**config.mk**
```make
export PLATFORM = sky130hd
export DESIGN_NAME = nvsc_ctrl
export DESIGN_NICKNAME = d
export VERILOG_FILES = /design/src/nvsc_pkg.sv /design/src/nvsc_timer.sv /design/src/nvsc_ctrl.sv
export SDC_FILE = /design/constraint.sdc
export NUM_CORES = 1
export LEC_CHECK = 0
export ABC_AREA = 1
export BUFFER_PORTS_ARGS = -buffer_cell sky130_fd_sc_hd__buf_2
export CAP_MARGIN = 5
export CELL_PAD_IN_SITES_DETAIL_PLACEMENT = 1
export CELL_PAD_IN_SITES_GLOBAL_PLACEMENT = 2
export CORE_MARGIN = 8
export CORE_UTILIZATION = 36
export CTS_BUF_LIST = sky130_fd_sc_hd__clkbuf_4
export CTS_CLUSTER_SIZE = 8
export DETAILED_ROUTE_END_ITERATION = 6
export PLACE_DENSITY = 0.91
export SYNTH_ARGS = -nofsm -noshare
export SYNTH_HDL_FRONTEND = slang
export SYNTH_SLANG_ARGS = --single-unit
```
**constraint.sdc**
```tcl
create_clock -name core_clk -period 2.1 [get_ports core_clk]
set_input_delay 0.105 -clock core_clk [delete_from_list [all_inputs] [get_ports core_clk]]
set_output_delay 0.105 -clock core_clk [all_outputs]
set_load 0.05 [all_outputs]
```
**src/nvsc_pkg.sv**
```systemverilog
// constants, state type and timing counts of the store/recall controller
// assumes a single 50 MHz core clock; long counts are overridden at the top
package nvsc_pkg;

  // ****************************************
  // clock and widths
  // ****************************************
  localparam int unsigned CLK_MHZ = 50;
  localparam int unsigned CNT_W   = 20;

  // ****************************************
  // times as printed, in their own units
  // ****************************************
  localparam int unsigned RECALL_UP_MS = 20;  // restore after power-up
  localparam int unsigned STORE_MS     = 8;   // nonvolatile save
  localparam int unsigned WR_HOLD_NS   = 25;  // write window after a power-fail trigger
  localparam int unsigned RECALL_US    = 600; // commanded restore
  localparam int unsigned CMD_ACT_US   = 500; // latest start of a special-function command
  localparam int unsigned SLEEP_MS     = 8;   // entry into low power
  localparam int unsigned WAKE_MS      = 20;  // wake from sleep
  localparam int unsigned STANDBY_US   = 100; // standby after stop

  // ****************************************
  // derived cycle counts (the write hold rounds down, at least one cycle)
  // ****************************************
  localparam int unsigned RECALL_UP_CYC = RECALL_UP_MS * 1000 * CLK_MHZ;
  localparam int unsigned STORE_CYC     = STORE_MS * 1000 * CLK_MHZ;
  localparam int unsigned WR_HOLD_RAW   = (WR_HOLD_NS * CLK_MHZ) / 1000;
  localparam int unsigned WR_HOLD_CYC   = (WR_HOLD_RAW < 1) ? 1 : WR_HOLD_RAW;
  localparam int unsigned RECALL_CYC    = RECALL_US * CLK_MHZ;
  localparam int unsigned CMD_ACT_CYC   = CMD_ACT_US * CLK_MHZ;
  localparam int unsigned SLEEP_CYC     = SLEEP_MS * 1000 * CLK_MHZ;
  localparam int unsigned WAKE_CYC      = WAKE_MS * 1000 * CLK_MHZ;
  localparam int unsigned STANDBY_CYC   = STANDBY_US * CLK_MHZ;

  // ****************************************
  // controller states
  // ****************************************
  typedef enum logic [3:0] {
    NVSC_POWER_LOW,
    NVSC_UP_RECALL,
    NVSC_IDLE,
    NVSC_SW_STORE,
    NVSC_SW_RECALL,
    NVSC_SLEEP_ENTER,
    NVSC_SLEEP,
    NVSC_WAKE,
    NVSC_PF_HOLD,
    NVSC_PF_STORE
  } nvsc_state_type;

endpackage

```
**src/nvsc_timer.sv**
```systemverilog
// one-shot down counter used for every timed interval of the controller
// assumes load is a single-cycle pulse from logic on the same clock
`timescale 1ns/1ns
module nvsc_timer (
  // clock and reset
  input  wire logic                       core_clk,
  input  wire logic                       rstn,
  // control
  input  wire logic                       load,
  input  wire logic [nvsc_pkg::CNT_W-1:0] load_val,
  input  wire logic                       abort,
  // status
  output logic                            done
);
  import nvsc_pkg::*;

  logic [CNT_W-1:0] cnt_r;
  logic             run_r;

  // ****************************************
  // count down, done pulses on the last cycle
  // ****************************************
  // a load in the abort cycle wins, so the power-fail hold can start in the very
  // cycle that aborts the interval before it; otherwise that hold would never end
  always_ff @(posedge core_clk) begin
    if (!rstn) begin
      cnt_r <= '0;
      run_r <= 1'b0;
    end else if (load) begin
      cnt_r <= load_val;
      run_r <= 1'b1;
    end else if (abort) begin
      cnt_r <= '0;
      run_r <= 1'b0;
    end else if (run_r) begin
      cnt_r <= cnt_r - 1'b1;
      if (cnt_r == {{(CNT_W-1){1'b0}}, 1'b1}) begin
        run_r <= 1'b0;
      end
    end
  end

  // a load of one ends after one cycle; zero is never loaded
  assign done = run_r && (cnt_r == {{(CNT_W-1){1'b0}}, 1'b1});

endmodule

```
**src/nvsc_ctrl.sv**
```systemverilog
// power-up restore, power-fail save, commanded save/restore, sleep and standby control
// assumes bus command strobes come from a serial bus decoder on core_clk;
// the supply flag comes from an analogue comparator and is asynchronous
`timescale 1ns/1ns
module nvsc_ctrl #(
  parameter logic [nvsc_pkg::CNT_W-1:0] RECALL_UP_CYC = nvsc_pkg::CNT_W'(nvsc_pkg::RECALL_UP_CYC),
  parameter logic [nvsc_pkg::CNT_W-1:0] STORE_CYC     = nvsc_pkg::CNT_W'(nvsc_pkg::STORE_CYC),
  parameter logic [nvsc_pkg::CNT_W-1:0] RECALL_CYC    = nvsc_pkg::CNT_W'(nvsc_pkg::RECALL_CYC),
  parameter logic [nvsc_pkg::CNT_W-1:0] CMD_ACT_CYC   = nvsc_pkg::CNT_W'(nvsc_pkg::CMD_ACT_CYC),
  parameter logic [nvsc_pkg::CNT_W-1:0] SLEEP_CYC     = nvsc_pkg::CNT_W'(nvsc_pkg::SLEEP_CYC),
  parameter logic [nvsc_pkg::CNT_W-1:0] WAKE_CYC      = nvsc_pkg::CNT_W'(nvsc_pkg::WAKE_CYC),
  parameter logic [nvsc_pkg::CNT_W-1:0] STANDBY_CYC   = nvsc_pkg::CNT_W'(nvsc_pkg::STANDBY_CYC)
) (
  // clock and reset
  input  wire logic core_clk,
  input  wire logic rstn,
  // supply comparator, high while supply is above the trigger level
  input  wire logic supply_ok,
  // bus decoder events, one-cycle pulses
  input  wire logic bus_start,
  input  wire logic bus_stop,
  input  wire logic cmd_store,
  input  wire logic cmd_recall,
  input  wire logic cmd_sleep,
  input  wire logic sram_wr_done,
  // access gating to the array and bus slave
  output logic      rd_en,
  output logic      wr_en,
  output logic      busy,
  // nonvolatile engine strobes, one-cycle pulses
  output logic      nv_store_go,
  output logic      nv_recall_go,
  // power state
  output logic      sleep_mode,
  output logic      standby_mode,
  output logic      dirty
);
  import nvsc_pkg::*;

  // ****************************************
  // declarations
  // ****************************************
  nvsc_state_type   state_r;
  nvsc_state_type   state_nxt;
  logic [2:0]       sup_sync_r;
  logic             sup_r;
  logic             dirty_r;
  logic             t_load;
  logic [CNT_W-1:0] t_val;
  logic             t_done;
  logic             sb_load;
  logic             sb_done;
  logic             power_fail;
  logic [CNT_W-1:0] hold_val;

  assign hold_val = CNT_W'(WR_HOLD_CYC);

  // ****************************************
  // supply flag synchroniser
  // ****************************************
  // three stages; the level only moves once stages two and three agree
  always_ff @(posedge core_clk) begin
    if (!rstn) begin
      sup_sync_r <= 3'h0;
      sup_r      <= 1'b0;
    end else begin
      sup_sync_r <= {sup_sync_r[1:0], supply_ok};
      if (sup_sync_r[1] == sup_sync_r[2]) begin
        sup_r <= sup_sync_r[2];
      end
    end
  end

  // supply loss preempts every state except power-low and a power-fail hold or save already under way
  assign power_fail = !sup_r && (state_r != NVSC_POWER_LOW) && (state_r != NVSC_PF_HOLD)
                      && (state_r != NVSC_PF_STORE);

  // ****************************************
  // written-since-last-save tracking
  // ****************************************
  // a write landing in the clearing cycle keeps the flag set
  always_ff @(posedge core_clk) begin
    if (!rstn) begin
      dirty_r <= 1'b0;
    end else if (sram_wr_done) begin
      dirty_r <= 1'b1;
    end else if (nv_store_go_now() || nv_recall_go_now()) begin
      dirty_r <= 1'b0;
    end
  end

  function automatic logic nv_store_go_now();
    nv_store_go_now = (state_nxt == NVSC_PF_STORE || state_nxt == NVSC_SW_STORE
                       || state_nxt == NVSC_SLEEP_ENTER) && (state_nxt != state_r);
  endfunction

  function automatic logic nv_recall_go_now();
    nv_recall_go_now = (state_nxt == NVSC_UP_RECALL || state_nxt == NVSC_SW_RECALL)
                       && (state_nxt != state_r);
  endfunction

  // ****************************************
  // main sequence
  // ****************************************
  always_comb begin
    state_nxt = state_r;
    t_load    = 1'b0;
    t_val     = STORE_CYC;
    if (power_fail) begin
      if (dirty_r) begin
        state_nxt = NVSC_PF_HOLD;
        t_load    = 1'b1;
        t_val     = hold_val;
      end else begin
        state_nxt = NVSC_POWER_LOW;
      end
    end else begin
      unique case (state_r)
        NVSC_POWER_LOW: begin
          if (sup_r) begin
            state_nxt = NVSC_UP_RECALL;
            t_load    = 1'b1;
            t_val     = RECALL_UP_CYC;
          end
        end
        NVSC_UP_RECALL: begin
          if (t_done) begin
            state_nxt = NVSC_IDLE;
          end
        end
        NVSC_IDLE: begin
          // commands act on the next edge, well inside CMD_ACT_CYC
          if (sup_r && cmd_store) begin
            state_nxt = NVSC_SW_STORE;
            t_load    = 1'b1;
            t_val     = STORE_CYC;
          end else if (sup_r && cmd_recall) begin
            state_nxt = NVSC_SW_RECALL;
            t_load    = 1'b1;
            t_val     = RECALL_CYC;
          end else if (sup_r && cmd_sleep) begin
            state_nxt = NVSC_SLEEP_ENTER;
            t_load    = 1'b1;
            t_val     = SLEEP_CYC;
          end
        end
        NVSC_SW_STORE, NVSC_SW_RECALL: begin
          if (t_done) begin
            state_nxt = NVSC_IDLE;
          end
        end
        NVSC_SLEEP_ENTER: begin
          if (t_done) begin
            state_nxt = NVSC_SLEEP;
          end
        end
        NVSC_SLEEP: begin
          if (bus_start) begin
            state_nxt = NVSC_WAKE;
            t_load    = 1'b1;
            t_val     = WAKE_CYC;
          end
        end
        NVSC_WAKE: begin
          if (t_done) begin
            state_nxt = NVSC_IDLE;
          end
        end
        NVSC_PF_HOLD: begin
          if (t_done) begin
            state_nxt = NVSC_PF_STORE;
            t_load    = 1'b1;
            t_val     = STORE_CYC;
          end
        end
        NVSC_PF_STORE: begin
          // the save runs on the capacitor even if the supply returns
          if (t_done) begin
            state_nxt = NVSC_POWER_LOW;
          end
        end
      endcase
    end
  end

  always_ff @(posedge core_clk) begin
    if (!rstn) begin
      state_r <= NVSC_POWER_LOW;
    end else begin
      state_r <= state_nxt;
    end
  end

  // ****************************************
  // interval timers
  // ****************************************
  nvsc_timer u_seq_timer (
    .core_clk (core_clk),
    .rstn     (rstn),
    .load     (t_load),
    .load_val (t_val),
    .abort    (power_fail),
    .done     (t_done)
  );

  // standby countdown restarts on every stop while idle
  assign sb_load = bus_stop && (state_r == NVSC_IDLE);

  nvsc_timer u_standby_timer (
    .core_clk (core_clk),
    .rstn     (rstn),
    .load     (sb_load),
    .load_val (STANDBY_CYC),
    .abort    (bus_start || (state_r != NVSC_IDLE)),
    .done     (sb_done)
  );

  // ****************************************
  // registered outputs, taken from the next state so they align with it
  // ****************************************
  always_ff @(posedge core_clk) begin
    if (!rstn) begin
      rd_en        <= 1'b0;
      wr_en        <= 1'b0;
      busy         <= 1'b1;
      nv_store_go  <= 1'b0;
      nv_recall_go <= 1'b0;
      sleep_mode   <= 1'b0;
    end else begin
      // no access while saving, restoring or under-voltage
      rd_en        <= (state_nxt == NVSC_IDLE) && sup_r;
      // writes outlive the trigger only through the short hold
      wr_en        <= ((state_nxt == NVSC_IDLE) && sup_r) || (state_nxt == NVSC_PF_HOLD);
      busy         <= (state_nxt != NVSC_IDLE) || !sup_r;
      nv_store_go  <= nv_store_go_now();
      nv_recall_go <= nv_recall_go_now();
      sleep_mode   <= (state_nxt == NVSC_SLEEP);
    end
  end

  // standby ends on the next start
  always_ff @(posedge core_clk) begin
    if (!rstn) begin
      standby_mode <= 1'b0;
    end else if (bus_start || (state_r != NVSC_IDLE)) begin
      standby_mode <= 1'b0;
    end else if (sb_done) begin
      standby_mode <= 1'b1;
    end
  end

  always_ff @(posedge core_clk) begin
    if (!rstn) begin
      dirty <= 1'b0;
    end else begin
      dirty <= dirty_r;
    end
  end

endmodule

```
==> results of run 1 <==
per-stage QoR:
stage | std cells | power, mW | hold slack (ns)
global route | 650 | 6.08 | 0.119
detailed placement | 630 | 4.57 | 0.297
finish | 650 | 5.61 | 0.110
CTS | 647 | 5.45 | 0.0940
floorplan | 497 | 3.86 | 0.203
global placement | 630 | 4.47 | 0.296
placed cells by master, fill, tap and decap left out, drive strengths merged:
cell         count
a21oi           26
clkbuf          12
nand3b           1
maj3             1
a211oi           1
dlygate4sd3      2
ha               4
a31o             1
nand2          112
nor4             4
a31oi            8
o211ai           5
o21ai           29
bufinv           1
xor2            16
or2              2
nor2            90
nor3b            1
xnor2            5
o21a             1
dfxtp           59
nand3           28
buf             33
nor3            16
clkinv           3
inv             71
nand4            7
what timing repair did:
action                                  CTS  global route
buffers inserted                          0             3
hold endpoints to repair                  2             0
endpoints found under the setup margin   10            18
gates resized for setup                   2            33
pin swaps                                 0             9
hold buffers                              2             0
cloned                                    0             0
worst max-delay path, cell delays in order, from the launching register on:
cell	delay [ns]
dfxtp_2	0.34
inv_1	0.05
ha_2	0.17
nor3b_1	0.13
nand2_1	0.10
nor2_2	0.05
nand3_1	0.13
nand2_2	0.09
nor2_4	0.12
inv_4	0.08
nor2_8	0.15
clkinv_8	0.14
buf_4	0.17
o21ai_1	0.11
a31oi_1	0.05
sequential cells by signal, indices dropped and copies added, names as in the netlist, 3 cells and up:
register and count:
u_standby_timer.cnt_r 20, u_seq_timer.cnt_r 20, state_r 4, sup_sync_r 3
cell families (layout without fill, tap and decap cells):
kind of cell / count (synthesis) / in the layout / share of synthesized area [%]
and+or+nand+nor: 261 / 261 / 35.7
buffers and inverters: 80 / 122 / 9.91
AOI/OAI and AO/OA: 71 / 71 / 11.6
DFF: 59 / 59 / 35.4
xor gates and xnor gates: 21 / 21 / 5.52
adders and majority gates: 5 / 5 / 1.80
final timing paths:
path,start,endpoint,slack (ns)
setup / recovery,u_seq_timer.cnt_r[1],u_seq_timer.cnt_r[18],0.10
hold / removal,bus_stop,u_standby_timer.cnt_r[9],0.11
setup reg to reg,u_seq_timer.cnt_r[1],u_seq_timer.cnt_r[18],0.10
hold reg to reg,sup_sync_r[0],sup_sync_r[1],0.44
power by group through the flow:
| stage | clock, mW | sequential [mW] | combinational [mW] |
|---|---|---|---|
| floorplan | 0 | 1.59 | 2.27 |
| global placement | 0 | 1.52 | 2.95 |
| detailed placement | 0 | 1.53 | 3.04 |
| CTS | 0.858 | 1.51 | 3.08 |
| global route | 0.904 | 1.55 | 3.62 |
| finish | 0.831 | 1.53 | 3.25 |
cell type report:
class                           count  area, um2
Fill cell                        1200       5200
Sequential cell                    59       1190
Clock inverter                      3       40.0
Timing Repair Buffer               35        240
Tap cell                          111        139
Inverter                           72        285
Multi-Input combinational cell    358       1920
Clock buffer                       12       90.1
layer usage:
metal  vias to the layer above  share of wire, %  wire [um]  global-route usage [%]
met4                         0               1.2        114                    5.85
met5                         -                 0          0                       0
li1                       1672                 -          -                       -
met3                         9               1.9        181                    2.63
met2                        27                49       4690                    27.0
met1                      1540                48       4590                    19.0
==> metrics.md, run 1 <==
| Metric | Value |
|---|---|
| Max FO, Critical Path | 23 |
| Synth Area per Inst | 6.71 um2 |
| Placer congestion estimate | 0.842 |
| First-pass GRT wire length | 16200 um |
| Starting Density | 36.6% |
| DIE AREA | 12600 um2 |
| Clk_skew | 0.0169 ns |
| PnR worst setup slack | 0.100 ns |
| Post-synth top area share | 35.4% |
| Sequential Power Share | 27.3% |
| Peak VDD IR | 0.000772 V |
| Max Cap Viol | 0 |
| Layout cells sized above 1 | 21.2% |
| Initial antenna violation count | 0 |
| Status | finished clean |
| Chip height | 112 um |
| DRC | 0 |
| Synth-to-Final Area Change | 17.1% |
| Syn Nets | 510 |
| Crit end category | register |
| Endpoints failing setup | 0 |
| Final Slew Violations | 0 |
| FF+latch count, synth | 59 |
| Syn Inst Count | 497 |
| PD cells | 1440 nW/um2 |
| Hold Fails Final Rpt | 0 |
| Io pins | 17 |
| Final ANT Viol Nets | 0 |
| Sw Share | 49.3% |
| Ys flop type | dfxtp_1 |
| Rows | 35 |
| RSZ-0062 raised after global routing | yes |
| Placement-stage cell area | 3620 um2 |
| Fraction of registers with async set/reset | 0% |
| Slew @ Worst Pin | 0.348 ns |
| DP Wirelength | 7300 um |
| Final instance area | 3900 um2 |
| Dominant cells by area after synthesis | dfxtp_1 35%, nand2_1 12%, nor2_1 8.7% |
| Req. time, crit path | 2.39 ns |
| Crit start category | register |
| Worst slack, placed | -0.0626 ns |
| Post-synth top area cell | dfxtp_1 |
| Placeable core area | 9110 um2 |
| Max Fclk | 500 MHz |
| DRT Pass-1 Iters | 4 |
| H-tree depth | 3 |
| CTS tree | built |
| Synth warnings | 0 |
| CTS root buffer | clkbuf_4 |
| Final nets | 548 |
| Detailed Route Iter0 Violations | 104 |
| All-Layer GR Usage | 15.6% |
| CTS Buf Count | 9 |
| R2R cell count | 14 |
| Hold depth | 4 |
| Pint | 2.84 mW |
| Clock power frac | 14.8% |
| Number of global-route vias before repair | 3358 |
| DRT Wirelength | 9580 um |
| Clock Latency Late Sink | 0.41 ns |
| Post-layout min period | 2.00 ns |
| Post-synth EDFFs | 0 |
| Netlist cell types | 39 |
| Clock transition at the registers of the reported paths | 0.10 ns |
| Register area share after synthesis | 35.4% |
| Wire length per cell | 14.7 um |
| Net switching power | 2.76 mW |
| Chip width | 112 um |
| CP Data Arrival Time | 2.29 ns |
| Vias per inst | 5.00 |
| Worst min path class | in2reg |
| Setup TNS | 0 ns |
| Combinational share of power | 57.9% |
| Slew margin rel. | 76.7% |
| Total gr overflow | 0 |
| Commonest cells in the netlist | 105 x nand2_1, 77 x nor2_1, 59 x dfxtp_1, 59 x inv_1 |
| Bufs on Longest Clock Path | 2 |
| Ant diodes | 0 |
| Period utilization | 95.2% |
| Cell with the most instances after synthesis | nand2_1 |
| Largest net degree at the start of global routing | 27 |
| Clock Sinks | 59 |
| Util after Layout | 42.9% |
| Leakage | 1.83 nW |
| Port bufs | 16 |
| CP Class | reg2reg |
| Synth Cell Area | 3330 um2 |
| Via Count | 3248 |
Power figures use the tool's default switching activity.
==> run 2: changes to the inputs <==
--- a/config.mk
+++ b/config.mk
@@ -17,5 +17,6 @@
 export DETAILED_ROUTE_END_ITERATION = 6
-export PLACE_DENSITY = 0.91
+export PLACE_DENSITY = 0.9
 export SYNTH_ARGS = -nofsm -noshare
 export SYNTH_HDL_FRONTEND = slang
+export SYNTH_HIERARCHICAL = 1
 export SYNTH_SLANG_ARGS = --single-unit
==> constraint.sdc (replaced) <==
create_clock -name core_clk -period 2.1 [get_ports core_clk]
set_input_delay 0.315 -clock core_clk [delete_from_list [all_inputs] [get_ports core_clk]]
set_output_delay 0.315 -clock core_clk [all_outputs]
set_load 0.05 [all_outputs]
==> metrics.md, run 2 <==
| Metric | Value |
|---|---|
| CP Class | reg2reg |
| Bufs on Longest Clock Path | 2 (unchanged) |
| Synth warnings | 6 (+6) |
| Area of the multi-input gates | 2770 um2 (+44%) |
| Req. time, crit path | 2.45 ns (+0.06 ns) |
| DRT Pass-1 Iters | 4 (unchanged) |
| Post-layout min period | 2.28 ns (+0.281 ns) |
| FF+latch count, synth | 59 (unchanged) |
| Buf/Inv on CP | 2 (-2) |
| Worst min path class | in2reg |
| Period utilization | 109% (+13 points) |
| Chip width | 122 um (+8.7%) |
| Worst path depth | 14 (unchanged) |
| Clock Latency Late Sink | 0.43 ns (+0.02 ns) |
| Dominant cells by area after synthesis | dfxtp_1 29%, a21oi_1 9.7%, nand2_1 9.3% |
| Reg area | 1190 um2 (+0.32%) |
| R2R cell count | 14 (unchanged) |
| Syn Inst Count | 610 (+23%) |
| Fin Hold WS | 0.0854 ns (-0.0245 ns) |
| Failing checks | negative setup slack |
| Register area share after synthesis | 29.2% (-6.2 points) |
| Layout cells sized above 1 | 34.6% (+13 points) |
| Detailed Route Iter0 Violations | 244 (+130%) |
| Fraction of registers with async set/reset | 0% (unchanged) |
| Largest net degree at the start of global routing | 43 (+59%) |
| Status | complete, but fails checks |
| RSZ-0062 raised after global routing | yes |
| CP Cell Sequence | nor2_4 > nand2_2 > nor3_2 > nand4_1 > nor2_2 > inv_2 > nor2_2 > nor3_2 > o21ai_2 > nor2_4 > nand2_4 > buf_6 > o21ai_0 > a21oi_1 |
| Cts hold-fix bufs | 0 (-2) |
| Util after Layout | 48.4% (+5.6 points) |
| Commonest cells in the netlist | 100 x nand2_1, 78 x a21oi_1, 63 x nor2_1, 59 x dfxtp_1, 53 x nand3_1 |
| CP Data Arrival Time | 2.63 ns (+0.34 ns) |
| Max Fclk | 438 MHz (-12%) |
| Post-synth top area share | 29.2% (-6.2 points) |
| PD cells | 1950 nW/um2 (+36%) |
| DP Wirelength | 9110 um (+25%) |
| Rows | 38 (+8.6%) |
| Chip height | 122 um (+8.7%) |
| CP max stage delay | 0.36 ns (+0.02 ns) |
| Crit end category | register |
| First-pass GRT wire length | 21500 um (+33%) |
| CTS tree | built |
| Post-synth EDFFs | 0 (unchanged) |
| Via Count | 4455 (+37%) |
| R2R Path End | u_seq_timer/cnt_r[3] |
| Netlist cell types | 40 (+2.6%) |
| Io pins | 17 (unchanged) |
| Placeable core area | 10900 um2 (+20%) |
| Regs by FF count | u_seq_timer/cnt_r x20, u_standby_timer/cnt_r x20, state_r x4 |
| Vias per inst | 5.22 (+4.4%) |
| Leakage | 2.42 nW (+32%) |
| Number of global-route vias before repair | 4436 (+32%) |
| Starting Density | 37.1% (+0.54 points) |
| Initial antenna violation count | 0 (unchanged) |
| All-Layer GR Usage | 17.6% (+2.0 points) |
| Clock transition at the registers of the reported paths | 0.12 ns (+0.02 ns) |
| CP endpoint | u_seq_timer/cnt_r[3] |
| CP top delay family | simple AND/OR/NAND/NOR gates |
| CTS Buf Count | 9 (unchanged) |
| PnR worst setup slack | -0.181 ns (-0.281 ns) |
| CTS root buffer | clkbuf_4 |
| DRC | 0 (unchanged) |
| Final ANT Viol Nets | 0 (unchanged) |
| Ant diodes | 0 (unchanged) |
| R2R setup slack | -0.18 ns (-0.28 ns) |
| Max FO, Critical Path | 8 (-65%) |
| Post-synth top area cell | dfxtp_1 |
| Clk_skew | 0.0233 ns (+0.00642 ns) |
| Placer congestion estimate | 0.857 (+1.9%) |
| DIE AREA | 14900 um2 (+18%) |
| Total power | 10.3 mW (+83%) |
| Worst r2r src | u_seq_timer/cnt_r[16] |
| Final Slew Violations | 0 (unchanged) |
| Most frequent cells in the layout | 86 x nand2_1, 68 x a21oi_1, 60 x buf_4 |
| Cell with the most instances after synthesis | nand2_1 |
| Crit path launch | u_seq_timer/cnt_r[16] |
| Crit start category | register |
| Endpoints failing setup | 29 (+29) |
| Synth-to-Final Area Change | 30.4% |
| Fillers | 1439 (+20%) |
| Port bufs | 16 (unchanged) |
| Hold Fails Final Rpt | 0 (unchanged) |
| Synth Cell Area | 4040 um2 (+21%) |
| Slowest-stage cell, CP | dfxtp_2 |
| Setup TNS | -3.08 ns (-3.08 ns) |
| Worst slack, placed | -0.174 ns (-0.111 ns) |
| Wire length per cell | 15.7 um (+6.2%) |
| Max Cap Viol | 0 (unchanged) |
| Final nets | 722 (+32%) |
| Peak VDD IR | 0.00117 V (+52%) |
| Synth Area per Inst | 6.63 um2 (-1.2%) |
| DRT Wirelength | 13400 um (+40%) |
| Clock Sinks | 59 (unchanged) |
| Ys flop type | dfxtp_1 |
| Commonest non-fill, non-tap cell in the layout | nand2_1 |
| Total gr overflow | 0 (unchanged) |
| H-tree depth | 3 (unchanged) |
-- run 2: cell families after synthesis --
kind of cell,count (synthesis),synth area share [%]
other cells,2,0.186
compound gates,152,21.3
buf+inv,90,9.32
flops,59,29.2
fa+ha+maj,4,1.24
simple gates,303,38.8
-- run 2: worst min path at each step --
| stage | end | cells after the start | slack (ns) | from |
|---|---|---|---|---|
| 2_1_floorplan | sup_sync_r[1] | 2 | 0.39 | sup_sync_r[0] |
| 3_3_place_gp | sup_sync_r[1] | 2 | 0.41 | sup_sync_r[0] |
| 3_5_place_dp | sup_sync_r[1] | 2 | 0.41 | sup_sync_r[0] |
| 4_1_cts | sup_sync_r[0] | 3 | 0.08 | supply_ok |
| 5_1_grt | sup_sync_r[0] | 3 | 0.08 | supply_ok |
| 6_report | sup_sync_r[0] | 3 | 0.09 | supply_ok |
-- run 2: metal layers --
| layer | up-vias | routed length, um | GRT usage (%) |
|---|---|---|---|
| met2 | 57 | 6420 | 30.3 |
| li1 | 2214 | - | - |
| met3 | 23 | 396 | 3.05 |
| met1 | 2161 | 6280 | 21.8 |
| met4 | 0 | 267 | 5.86 |
| met5 | - | 0 | 0 |
-- run 2: worst min-delay path, stage by stage --
cell and delay, ns:
buf_2 0.08, nand2_1 0.05, inv_1 0.04
-- run 2: timing repair --
action	CTS	global route
endpoints found under the setup margin	27	47
pin swaps	9	26
hold endpoints to repair	0	0
buffers inserted	11	11
resized for setup	24	59
cloned	0	1
-- run 2: where the power goes --
group,internal (mW),switching (mW)
logic,3.01,4.63
registers,1.42,0.241
clock network,0.506,0.477
-- run 2: per-stage QoR --
stage	instances	instance area [um2]
2_1_floorplan	632	4140
3_3_place_gp	817	4670
3_5_place_dp	817	4670
4_1_cts	844	4970
5_1_grt	854	5270
6_report	854	5270
-- run 2: cell type report --
type,instances,share of cell area (%)
flip-flops and latches,59,22.6
clock inverters,5,1.47
well taps,140,3.32
inverters,69,5.25
clock buffers,11,1.57
repair buffers,87,13.2
multi-input cells,483,52.6
